==> src/phy_ctrl_params.svh <==
// register map, field positions, reset values and frame constants of the control low bits
`ifndef PHY_CTRL_PARAMS_SVH
`define PHY_CTRL_PARAMS_SVH
// ============================================================
// register address and field positions
`define BMC_REG_ADDR 5'h00
`define BMC_ISOLATE_BIT 10
`define BMC_RESTART_BIT 9
`define BMC_DUPLEX_BIT 8
`define BMC_COLTEST_BIT 7
`define BMC_UPPER_MSB 15
`define BMC_UPPER_LSB 11
`define BMC_RSVD_WIDTH 7
// ============================================================
// reset values
`define BMC_ISOLATE_ADDR 5'h00
`define BMC_DUPLEX_RST 1'h1
`define BMC_COLTEST_RST 1'h0
`define BMC_RESTART_RST 1'h0
// ============================================================
// management frame
`define MGMT_PRE_LEN 6'h20
`define MGMT_HDR_LAST 4'hC
`define MGMT_TA_LAST 4'h1
`define MGMT_DATA_LAST 4'hF
`define MGMT_OP_READ 2'h2
`define MGMT_OP_WRITE 2'h1
// ============================================================
// management header fields, counted from the start bit down
`define MGMT_HDR_START 12
`define MGMT_OP_MSB 11
`define MGMT_OP_LSB 10
`define MGMT_PHY_MSB 9
`define MGMT_PHY_LSB 5
`define MGMT_REG_MSB 4
`define MGMT_REG_LSB 0
`endif

==> src/phy_ctrl_pkg.sv <==
// types shared by the basic mode control low bits
`default_nettype none
package phy_ctrl_pkg;
  // ============================================================
  // management frame states, one-hot
  typedef enum logic [3:0] {
    MG_PRE = 4'h1,
    MG_HDR = 4'h2,
    MG_TA = 4'h4,
    MG_DATA = 4'h8
  } mgmt_state_e;
endpackage
`default_nettype wire

==> src/phy_basic_control_low_bits.sv <==
// basic mode control low bits with serial management access and isolation gating
`timescale 1ns/100ps
`default_nettype none
`include "phy_ctrl_params.svh"
// Functional notes
// - isolate ignores transmit inputs, tri-states MII outputs
// - management and reference clock stay alive isolated
// - isolated: idle on tp, tri-state others, link off
// - reset sets isolate only for address 00000
// - write one restarts negotiation, needs enable bit
// - restart reads one until negotiation starts
// - software clearing restart leaves negotiation running
// - duplex bit forces full/half, resets to one
// - duplex reads control value, not actual status
// - collision test echoes transmit enable onto collision
// - reserved bits written zero, read value meaningless
// - negotiation enable overrides forced duplex and speed
module phy_basic_control_low_bits (
  input wire logic sys_clk,
  input wire logic rst_n,
  input wire logic [4:0] phy_address_strap,
  input wire logic [4:0] ctrl_upper_bits,
  input wire logic an_enable,
  input wire logic speed_select,
  input wire logic an_started,
  input wire logic mdc,
  input wire logic mdio_in,
  output logic mdio_out,
  output logic mdio_oe,
  input wire logic [3:0] txd,
  input wire logic tx_en,
  input wire logic tx_er,
  output logic [3:0] core_txd,
  output logic core_tx_en,
  output logic core_tx_er,
  input wire logic core_tx_clk,
  input wire logic core_rx_clk,
  input wire logic core_rx_dv,
  input wire logic core_rx_er,
  input wire logic [3:0] core_rxd,
  input wire logic core_col,
  input wire logic core_crs,
  output logic tx_clk,
  output logic rx_clk,
  output logic rx_dv,
  output logic rx_er,
  output logic [3:0] rxd,
  output logic col,
  output logic crs,
  output logic mii_out_oe,
  input wire logic ref_clock_enable,
  input wire logic ref_clock_core,
  output logic ref_clock_out,
  output logic ref_clock_oe,
  output logic tp_send_idle,
  output logic ten_transmit_oe,
  output logic media_rx_ignore,
  output logic link_disable,
  output logic an_restart_req,
  output logic forced_mode_valid,
  output logic forced_full_duplex,
  output logic forced_speed_100,
  output logic [15:0] control_value
);
  // ============================================================
  // control bits
  logic isolate;
  logic restart;
  logic duplex;
  logic coll_test;
  logic [4:0] phy_addr;

  // ============================================================
  // management frame state
  phy_ctrl_pkg::mgmt_state_e state;
  phy_ctrl_pkg::mgmt_state_e next_state;
  logic mdc_q;
  logic [5:0] pre_cnt;
  logic [3:0] bit_cnt;
  logic [12:0] hdr;
  logic [15:0] wr_shift;
  logic [15:0] rd_shift;
  logic hit_read;
  logic hit_write;

  function automatic logic [15:0] pack_value(input logic [4:0] upper, input logic iso,
                                             input logic rst_an, input logic dpx,
                                             input logic ct);
    pack_value = {upper, iso, rst_an, dpx, ct, {`BMC_RSVD_WIDTH{1'b0}}};
  endfunction

  // ============================================================
  // decode
  // mdc is oversampled, so each of its edges shows as a one-cycle pulse
  wire mdc_rise = mdc & ~mdc_q;
  wire mdc_fall = ~mdc & mdc_q;
  wire rise_hdr = mdc_rise && (state == phy_ctrl_pkg::MG_HDR);
  wire rise_ta = mdc_rise && (state == phy_ctrl_pkg::MG_TA);
  wire rise_data = mdc_rise && (state == phy_ctrl_pkg::MG_DATA);
  wire [12:0] next_hdr = {hdr[11:0], mdio_in};
  wire hdr_start = next_hdr[`MGMT_HDR_START];
  wire [1:0] hdr_op = next_hdr[`MGMT_OP_MSB:`MGMT_OP_LSB];
  wire [4:0] hdr_phy = next_hdr[`MGMT_PHY_MSB:`MGMT_PHY_LSB];
  wire [4:0] hdr_reg = next_hdr[`MGMT_REG_MSB:`MGMT_REG_LSB];
  // reserved bits read as zero; software must not rely on them
  wire [15:0] read_value = pack_value(ctrl_upper_bits, isolate, restart, duplex, coll_test);
  wire hdr_done = rise_hdr && (bit_cnt == `MGMT_HDR_LAST);
  // a frame for another address or register passes by with no answer
  wire hdr_match = hdr_start && (hdr_phy == phy_addr) && (hdr_reg == `BMC_REG_ADDR);
  wire op_read = (hdr_op == `MGMT_OP_READ);
  wire op_write = (hdr_op == `MGMT_OP_WRITE);
  wire ta_done = rise_ta && (bit_cnt == `MGMT_TA_LAST);
  wire data_done = rise_data && (bit_cnt == `MGMT_DATA_LAST);
  wire [15:0] wr_word = {wr_shift[14:0], mdio_in};
  wire commit = data_done && hit_write;
  // restart only takes when negotiation is enabled
  wire restart_set = commit && wr_word[`BMC_RESTART_BIT] && an_enable;
  // software clear only drops the request, running negotiation untouched
  wire restart_clr = (commit && !wr_word[`BMC_RESTART_BIT]) || an_started;
  wire pre_full = (pre_cnt == `MGMT_PRE_LEN);
  // the line turns around in the second turnaround bit and carries data after it
  wire drive_ta = (state == phy_ctrl_pkg::MG_TA) && (bit_cnt == `MGMT_TA_LAST) && hit_read;
  wire drive_data = (state == phy_ctrl_pkg::MG_DATA) && hit_read;
  wire start_seen = mdc_rise && !mdio_in && pre_full;

  always_comb begin
    next_state = state;
    case (state)
      phy_ctrl_pkg::MG_PRE: begin
        if (start_seen) begin
          next_state = phy_ctrl_pkg::MG_HDR;
        end
      end
      phy_ctrl_pkg::MG_HDR: begin
        if (hdr_done) begin
          next_state = phy_ctrl_pkg::MG_TA;
        end
      end
      phy_ctrl_pkg::MG_TA: begin
        if (ta_done) begin
          next_state = phy_ctrl_pkg::MG_DATA;
        end
      end
      phy_ctrl_pkg::MG_DATA: begin
        if (data_done) begin
          next_state = phy_ctrl_pkg::MG_PRE;
        end
      end
      default: next_state = phy_ctrl_pkg::MG_PRE;
    endcase
  end

  // ============================================================
  // management frame engine, alive even while isolated
  always_ff @(posedge sys_clk) begin
    if (!rst_n) begin
      state <= phy_ctrl_pkg::MG_PRE;
      mdc_q <= 1'b0;
    end else begin
      state <= next_state;
      mdc_q <= mdc;
    end
  end

  // preamble ones and bit position within the current field
  always_ff @(posedge sys_clk) begin
    if (!rst_n) begin
      pre_cnt <= 6'h00;
      bit_cnt <= 4'h0;
    end else begin
      if (state != phy_ctrl_pkg::MG_PRE) begin
        pre_cnt <= 6'h00;
      end else if (mdc_rise) begin
        if (!mdio_in) begin
          pre_cnt <= 6'h00;
        end else if (!pre_full) begin
          pre_cnt <= pre_cnt + 6'h01;
        end
      end
      if (next_state != state) begin
        bit_cnt <= 4'h0;
      end else if (mdc_rise) begin
        bit_cnt <= bit_cnt + 4'h1;
      end
    end
  end

  // header and write data shift in on the rising management clock
  always_ff @(posedge sys_clk) begin
    if (!rst_n) begin
      hdr <= 13'h0000;
      wr_shift <= 16'h0000;
      hit_read <= 1'b0;
      hit_write <= 1'b0;
    end else begin
      if (rise_hdr) begin
        hdr <= next_hdr;
      end
      if (hdr_done) begin
        hit_read <= hdr_match && op_read;
        hit_write <= hdr_match && op_write;
      end
      if (rise_data) begin
        wr_shift <= wr_word;
      end
    end
  end

  // the device turns the line around and shifts read data on the falling clock
  always_ff @(posedge sys_clk) begin
    if (!rst_n) begin
      mdio_out <= 1'b0;
      mdio_oe <= 1'b0;
      rd_shift <= 16'h0000;
    end else begin
      if (hdr_done) begin
        rd_shift <= read_value;
      end
      if (mdc_fall) begin
        if (drive_ta) begin
          mdio_oe <= 1'b1;
          mdio_out <= 1'b0;
        end else if (drive_data) begin
          mdio_oe <= 1'b1;
          mdio_out <= rd_shift[15];
          rd_shift <= {rd_shift[14:0], 1'b0};
        end else begin
          mdio_oe <= 1'b0;
          mdio_out <= 1'b0;
        end
      end
    end
  end

  // ============================================================
  // control register
  always_ff @(posedge sys_clk) begin
    if (!rst_n) begin
      // strap is sampled while reset is held, synchronously
      phy_addr <= phy_address_strap;
      isolate <= (phy_address_strap == `BMC_ISOLATE_ADDR);
      restart <= `BMC_RESTART_RST;
      duplex <= `BMC_DUPLEX_RST;
      coll_test <= `BMC_COLTEST_RST;
    end else begin
      if (commit) begin
        isolate <= wr_word[`BMC_ISOLATE_BIT];
        duplex <= wr_word[`BMC_DUPLEX_BIT];
        coll_test <= wr_word[`BMC_COLTEST_BIT];
      end
      // a new request wins over a start seen in the same cycle
      if (restart_set) begin
        restart <= 1'b1;
      end else if (restart_clr) begin
        restart <= 1'b0;
      end
    end
  end

  // ============================================================
  // MII and media gating; MII signals are registered, output enables and media controls are not
  // transmit inputs are dropped while isolated
  wire [3:0] gated_txd = isolate ? 4'h0 : txd;
  wire gated_tx_en = tx_en & ~isolate;
  wire gated_tx_er = tx_er & ~isolate;
  // col is released while isolated, so the echo there is never seen
  wire col_echo = core_col | (coll_test & tx_en);
  wire ref_clock_gated = ref_clock_core & ref_clock_enable;
  always_ff @(posedge sys_clk) begin
    if (!rst_n) begin
      core_txd <= 4'h0;
      core_tx_en <= 1'b0;
      core_tx_er <= 1'b0;
      tx_clk <= 1'b0;
      rx_clk <= 1'b0;
      rx_dv <= 1'b0;
      rx_er <= 1'b0;
      rxd <= 4'h0;
      col <= 1'b0;
      crs <= 1'b0;
      ref_clock_out <= 1'b0;
    end else begin
      core_txd <= gated_txd;
      core_tx_en <= gated_tx_en;
      core_tx_er <= gated_tx_er;
      tx_clk <= core_tx_clk;
      rx_clk <= core_rx_clk;
      rx_dv <= core_rx_dv;
      rx_er <= core_rx_er;
      rxd <= core_rxd;
      col <= col_echo;
      crs <= core_crs;
      ref_clock_out <= ref_clock_gated;
    end
  end

  // outputs are released, not zeroed, so the bus sees high impedance
  assign mii_out_oe = ~isolate;
  assign ref_clock_oe = ref_clock_enable;
  assign tp_send_idle = isolate;
  assign ten_transmit_oe = ~isolate;
  assign media_rx_ignore = isolate;
  assign link_disable = isolate;
  assign an_restart_req = restart & an_enable;
  // forced settings matter only with negotiation off
  assign forced_mode_valid = ~an_enable;
  assign forced_full_duplex = duplex;
  assign forced_speed_100 = speed_select;
  assign control_value = read_value;
endmodule
`default_nettype wire

==> config.mk <==
export PLATFORM = sky130hd
export DESIGN_NAME = phy_basic_control_low_bits
export DESIGN_NICKNAME = d
export VERILOG_FILES = /design/src/phy_ctrl_pkg.sv /design/src/phy_basic_control_low_bits.sv
export VERILOG_INCLUDE_DIRS = /design/src
export SDC_FILE = /design/constraint.sdc
export NUM_CORES = 1
export LEC_CHECK = 0
export ABC_AREA = 1
export BUFFER_PORTS_ARGS = -buffer_cell sky130_fd_sc_hd__buf_2
export CAP_MARGIN = 30
export CORE_MARGIN = 4
export CORE_UTILIZATION = 58
export DETAILED_ROUTE_END_ITERATION = 7
export PLACE_DENSITY = 0.84
export SYNTH_ARGS = -nofsm -noshare
export SYNTH_HDL_FRONTEND = slang
export SYNTH_SLANG_ARGS = --single-unit
==> constraint.sdc <==
create_clock -name sys_clk -period 3.2 [get_ports sys_clk]
set_input_delay 0.64 -clock sys_clk [delete_from_list [all_inputs] [get_ports sys_clk]]
set_output_delay 0.64 -clock sys_clk [all_outputs]
set_load 0.1 [all_outputs]
# Word-level counts from Yosys, hierarchy flattened
# Index checks and enable logic that the tools add are counted.
dict set report word_totals {
  register_bits 83
  latch_bits 0
  ram_bits 0
  romBits 0
  word_cells 105
  n_memories 0
}
dict set report classes {
  add_sub_neg 2
  multipliers 0
  n_div 0
  n_lt_le_gt_ge 0
  n_eq_ne 15
  shift 0
  muxes 19
  n_bitwise 13
  reduce_logical 29
}
# op n
set op_table {}
lappend op_table {{$mux W16} 4}
lappend op_table {{$logic_and A1 B1 Y1} 19}
lappend op_table {{$mux W4} 4}
lappend op_table {{$pmux W4 S4} 1}
lappend op_table {{$eq A4 B4 Y1 const B} 3}
lappend op_table {{$mux W6} 2}
lappend op_table {{$logic_not A5 Y1} 2}
lappend op_table {{$eq A4 B1 Y1 const B} 2}
lappend op_table {{$mux W1} 8}
lappend op_table {{$and A1 B1 Y1} 7}
lappend op_table {{$add A6 B1 Y6 const B} 1}
lappend op_table {{$eq A6 B6 Y1 const B} 1}
lappend op_table {{$reduce_or A2 Y1} 3}
lappend op_table {{$eq A5 B5 Y1} 1}
lappend op_table {{$not A1 Y1} 5}
lappend op_table {{$add A4 B1 Y4 const B} 1}
lappend op_table {{$eq A4 B2 Y1 const B} 1}
lappend op_table {{$eq A4 B3 Y1 const B} 1}
lappend op_table {{$ne A4 B1 Y1 const B} 1}
lappend op_table {{$ne A4 B4 Y1} 1}
lappend op_table {{$eq A2 B1 Y1 const B} 1}
lappend op_table {{$eq A2 B2 Y1 const B} 1}
lappend op_table {{$logic_not A1 Y1} 2}
lappend op_table {{$ne A2 B1 Y1 const B} 1}
lappend op_table {{other kinds (5)} 5}

# Depth between registers and ports, before layout
dict set report depth {
  ltp_word 9
  mapped_depth 10
  mapped_depth_nobuf 10
}

# Worst setup path after synthesis
# OpenSTA, ideal clock, no wires.
dict set report synth_timing {
  kind {reg2out}
  from {reg isolate (netlist: link_disable)}
  to {out ten_transmit_oe}
  arrival_ns 2.130
  t_required_ns 2.560
  slack_ns 0.430
  stages_incl_launch_ff 3
  path_buffers 1
  cell_sequence {edfxtp_1 > inv_1 > buf_4}
}
dict set report synth_between {
  elab_chain_len 1
}
# item line_no
set synth_lines {}
lappend synth_lines {{start, declared} phy_basic_control_low_bits.sv:67} ;# logic isolate;
lappend synth_lines {{start signal, assigned} phy_basic_control_low_bits.sv:241} ;# isolate <= (phy_address_strap == `BMC_ISOLATE_ADDR);
lappend synth_lines {{start signal, assigned} phy_basic_control_low_bits.sv:247} ;# isolate <= wr_word[`BMC_ISOLATE_BIT];
lappend synth_lines {{$not A1 Y1} -}
lappend synth_lines {{end, declared} phy_basic_control_low_bits.sv:56} ;# output logic ten_transmit_oe,
# No other way between the ends.

# Final worst setup path
dict set report layout_timing {
  from {reg isolate (netlist: link_disable)}
  to {out mii_out_oe}
}
dict set report layout_between {
  elab_chain_len 1
}
# item line_no
set layout_lines {}
lappend layout_lines {{$not A1 Y1} phy_basic_control_low_bits.sv:298} ;# assign mii_out_oe = ~isolate;
lappend layout_lines {{end, declared} phy_basic_control_low_bits.sv:50} ;# output logic mii_out_oe,
# No other way between the ends.

==> results.rst <==
.. list-table::
   :header-rows: 1

   * - Metric
     - Value
   * - Worst endpoint data arrival time
     - 1.41 ns
   * - Final Core Density
     - 0.683
   * - # IOs
     - 80
   * - Row Count
     - 28
   * - Status
     - finished, final reports clean
   * - Final cell count without fillers
     - 597
   * - Shortest period the worst path allows
     - 2.05 ns
   * - Flip-flop count of the largest register after layout
     - 16
   * - Hold_sp
     - core_rxd[3]
   * - Overall Power
     - 0.00220 W
   * - Setup slack of the most critical reg-to-reg path
     - 1.36 ns
   * - Min-Delay Endpoint
     - rxd[3]$_SDFF_PN0_
   * - Detailed Routing Iterations Pass 1
     - 5
   * - Yosys warns
     - 0
   * - Remaining design rule violation count
     - 0
   * - Max-cap violations
     - 0
   * - Setup-violating endpoint count in the final report
     - 0
   * - Leak Pwr
     - 1.98 nW
   * - Power density of the placed cells
     - 534 nW/µm²
   * - Initial Utilization
     - 0.605
   * - Die height
     - 87.3 µm
   * - Number of buffers created by CTS
     - 9
   * - Number of H-tree levels
     - 3
   * - Buffers from clock root to sink, at most
     - 2
   * - Cell variety after synth
     - 45
   * - Category of the worst setup path capture point
     - output port
   * - Smallest hold slack
     - 0.455 ns
   * - Clock network latency to the later pin of the worst-skew pair
     - 0.36 ns
   * - Via density per instance
     - 5.09
   * - Flip-flop and latch count after synthesis
     - 83
   * - Sequential area share after synthesis
     - 0.472
   * - Placeable core region
     - 6030 µm²
   * - Slew Limit Headroom
     - 0.597
   * - Synth Area per Inst
     - 7.86 µm²
   * - Nets
     - 557
   * - VDD IR max
     - 405 µV
   * - Final hold viol count
     - 0
   * - Setup repair after global routing missed its margin
     - false
   * - GR peak layer
     - met2
   * - Crit path launch type
     - flip-flop
   * - Area Growth Syn to Fin
     - 12.8%
   * - Required arrival time at the worst endpoint
     - 2.56 ns
   * - Antenna violation net count after detailed routing
     - 0
   * - Actual transition at the worst max-transition pin
     - 0.601 ns
   * - Worst r2r path cells
     - 8
   * - CTS tree
     - done
   * - Via count of the first global-routing pass
     - 2,741
   * - Iteration-0 DRC count of the detailed router
     - 217
   * - Crit share post-route
     - 0.641
   * - Quantity of hold-fixing buffers added after cts
     - 0
   * - Clock slew at the register clock pins of the worst setup and hold paths
     - 0.09 ns
   * - Floorplan die area
     - 7620 µm²
   * - Hold crit path type
     - in -> reg
   * - Max Freq
     - 0.488 GHz
   * - Wire length after detailed routing
     - 7350 µm
   * - Placed cell count
     - 581
   * - Worst setup path category
     - reg -> out
   * - Number of port buffers
     - 70
   * - Setup TNS
     - 0 ns
   * - GPL Wtd Cong
     - 0.892
   * - Via count
     - 3,038
   * - Number of cells traversed by the worst hold path
     - 3
   * - Largest net degree at the start of global routing
     - 43
   * - Die outline width
     - 87.3 µm
   * - Met3 capacity usage during global routing
     - 0.0378
   * - Area of the mapped netlist
     - 3650 µm²
   * - Post-CTS Resized
     - 0
   * - Final HPWL from detailed placement
     - 5080 µm
   * - Overflow left after global routing
     - 0
   * - Global-route wire length before repair
     - 12,000 µm
   * - Total track usage
     - 0.198
   * - Number of diodes
     - 0
   * - Crit Path Max Fanout
     - 5
   * - Final max-slew violation count
     - 0
   * - Critical R2R Launch
     - state[2]$_SDFF_PN0_
   * - Clock tree skew after final layout
     - 0.00965 ns
   * - Library cell used as clock root buffer
     - sky130_fd_sc_hd__clkbuf_8
   * - Number of buffers added for setup after CTS
     - 0
   * - Worst reg2reg path endpoint
     - rd_shift[8]$_SDFF_PN0_
   * - Number of antenna violations at the first check in global routing
     - 0
   * - Routed length per instance
     - 12.3 µm
   * - Layout cells sized above 1
     - 0.215
   * - Met1 track demand over resource in global routing
     - 0.245
   * - M2 GR Usage
     - 0.327
   * - Clock Sink Count
     - 83
   * - Number of instances in the synthesized netlist
     - 464
-- logic make-up (layout without fill, tap and decap cells) --
logic type	after synthesis	after routing	synth area share
XOR/XNOR	5	5	0.0120
AND/OR/NAND/NOR	179	179	0.222
other	1	7	0.00103
flip-flops	83	83	0.472
AO/OA/AOI/OAI	81	81	0.132
buffers and inverters	110	162	0.145
adder cells (fa/ha/maj)	5	5	0.0171
-- Yosys cell counts, drive strengths merged --
cell,instances,area share
a211oi,4,0.0082
a21boi,1,0.0021
a21oi,35,0.050
a221oi,2,0.0048
a31oi,1,0.0017
and3,1,0.0017
buf,30,0.059
clkbuf,6,0.0062
clkinv,3,0.0058
conb,1,0.0010
dfxtp,77,0.42
edfxtp,6,0.049
ha,5,0.017
inv,71,0.074
nand2,89,0.097
nand3,34,0.053
nand4,1,0.0017
nor2,44,0.052
nor3,4,0.0055
nor3b,1,0.0021
nor4,2,0.0034
o2111ai,1,0.0024
o211a,1,0.0027
o211ai,10,0.021
o21a,1,0.0021
o21ai,23,0.032
o21bai,1,0.0021
o22ai,1,0.0034
or2,3,0.0051
xnor2,2,0.0048
xor2,3,0.0072
-- cell usage in the layout, fill, tap and decap left out, drive strengths merged --
master    count
clkinvlp      1
clkinv        4
o21ai        23
nor2         44
nor3b         1
clkbuf       10
bufinv        1
nand3        34
a211oi        4
a21boi        1
nor3          4
xor2          3
nor4          2
and3          1
o211a         1
edfxtp        6
inv          74
nand4         1
o22ai         1
dfxtp        77
conb          7
ha            5
or2           3
nand2        89
xnor2         2
o2111ai       1
buf          72
a31oi         1
a221oi        2
a21oi        35
o21a          1
o211ai       10
o21bai        1
-- how the worst max path moves through the flow --
| stage | startpoint | endpoint | cells after the start |
|---|---|---|---|
| 5_1_grt | link_disable$_DFFE_PP_ | mii_out_oe | 2 |
| 2_1_floorplan | link_disable$_DFFE_PP_ | ten_transmit_oe | 2 |
| 3_5_place_dp | rst_n | pre_cnt[2]$_SDFFE_PP0P_ | 5 |
| 4_1_cts | link_disable$_DFFE_PP_ | mii_out_oe | 2 |
| 3_3_place_gp | mdc | rd_shift[8]$_SDFF_PN0_ | 8 |
| 6_report | link_disable$_DFFE_PP_ | mii_out_oe | 2 |
-- through the flow --
stage,instance area (µm²),setup slack (ns)
2_1_floorplan,3670,0.430
3_3_place_gp,3890,1.25
3_5_place_dp,3890,1.09
4_1_cts,4120,1.13
5_1_grt,4120,1.09
6_report,4120,1.15
-- power by group --
| group | internal, W | switching (W) | total, W |
|---|---|---|---|
| Clock | 0.000420 | 0.000406 | 0.000826 |
| Sequential | 0.00107 | 0.00000918 | 0.00108 |
| Combinational | 0.0000497 | 0.000246 | 0.000296 |
| Total | 0.00154 | 0.000661 | 0.00220 |
-- layer usage --
metal	wire, µm	share of wire
met5	0	0
met3	469	0.064
met2	3520	0.48
met1	3200	0.43
met4	167	0.023
-- area by class of cell --
cell class / count / area [µm²]
clock buffers: 10 / 149
multi-input cells: 277 / 1420
clock inverters: 6 / 75.1
repair buffers: 72 / 365
flip-flops and latches: 83 / 1720
fillers: 472 / 1910
inverters: 74 / 290
well taps: 75 / 93.8
-- critical path: stages (launching register included) --
cell and delay [ns]:
sky130_fd_sc_hd__edfxtp_1 0.45, sky130_fd_sc_hd__inv_1 0.15, sky130_fd_sc_hd__buf_2 0.44
No activity file was read; power rests on OpenSTA's default activity.
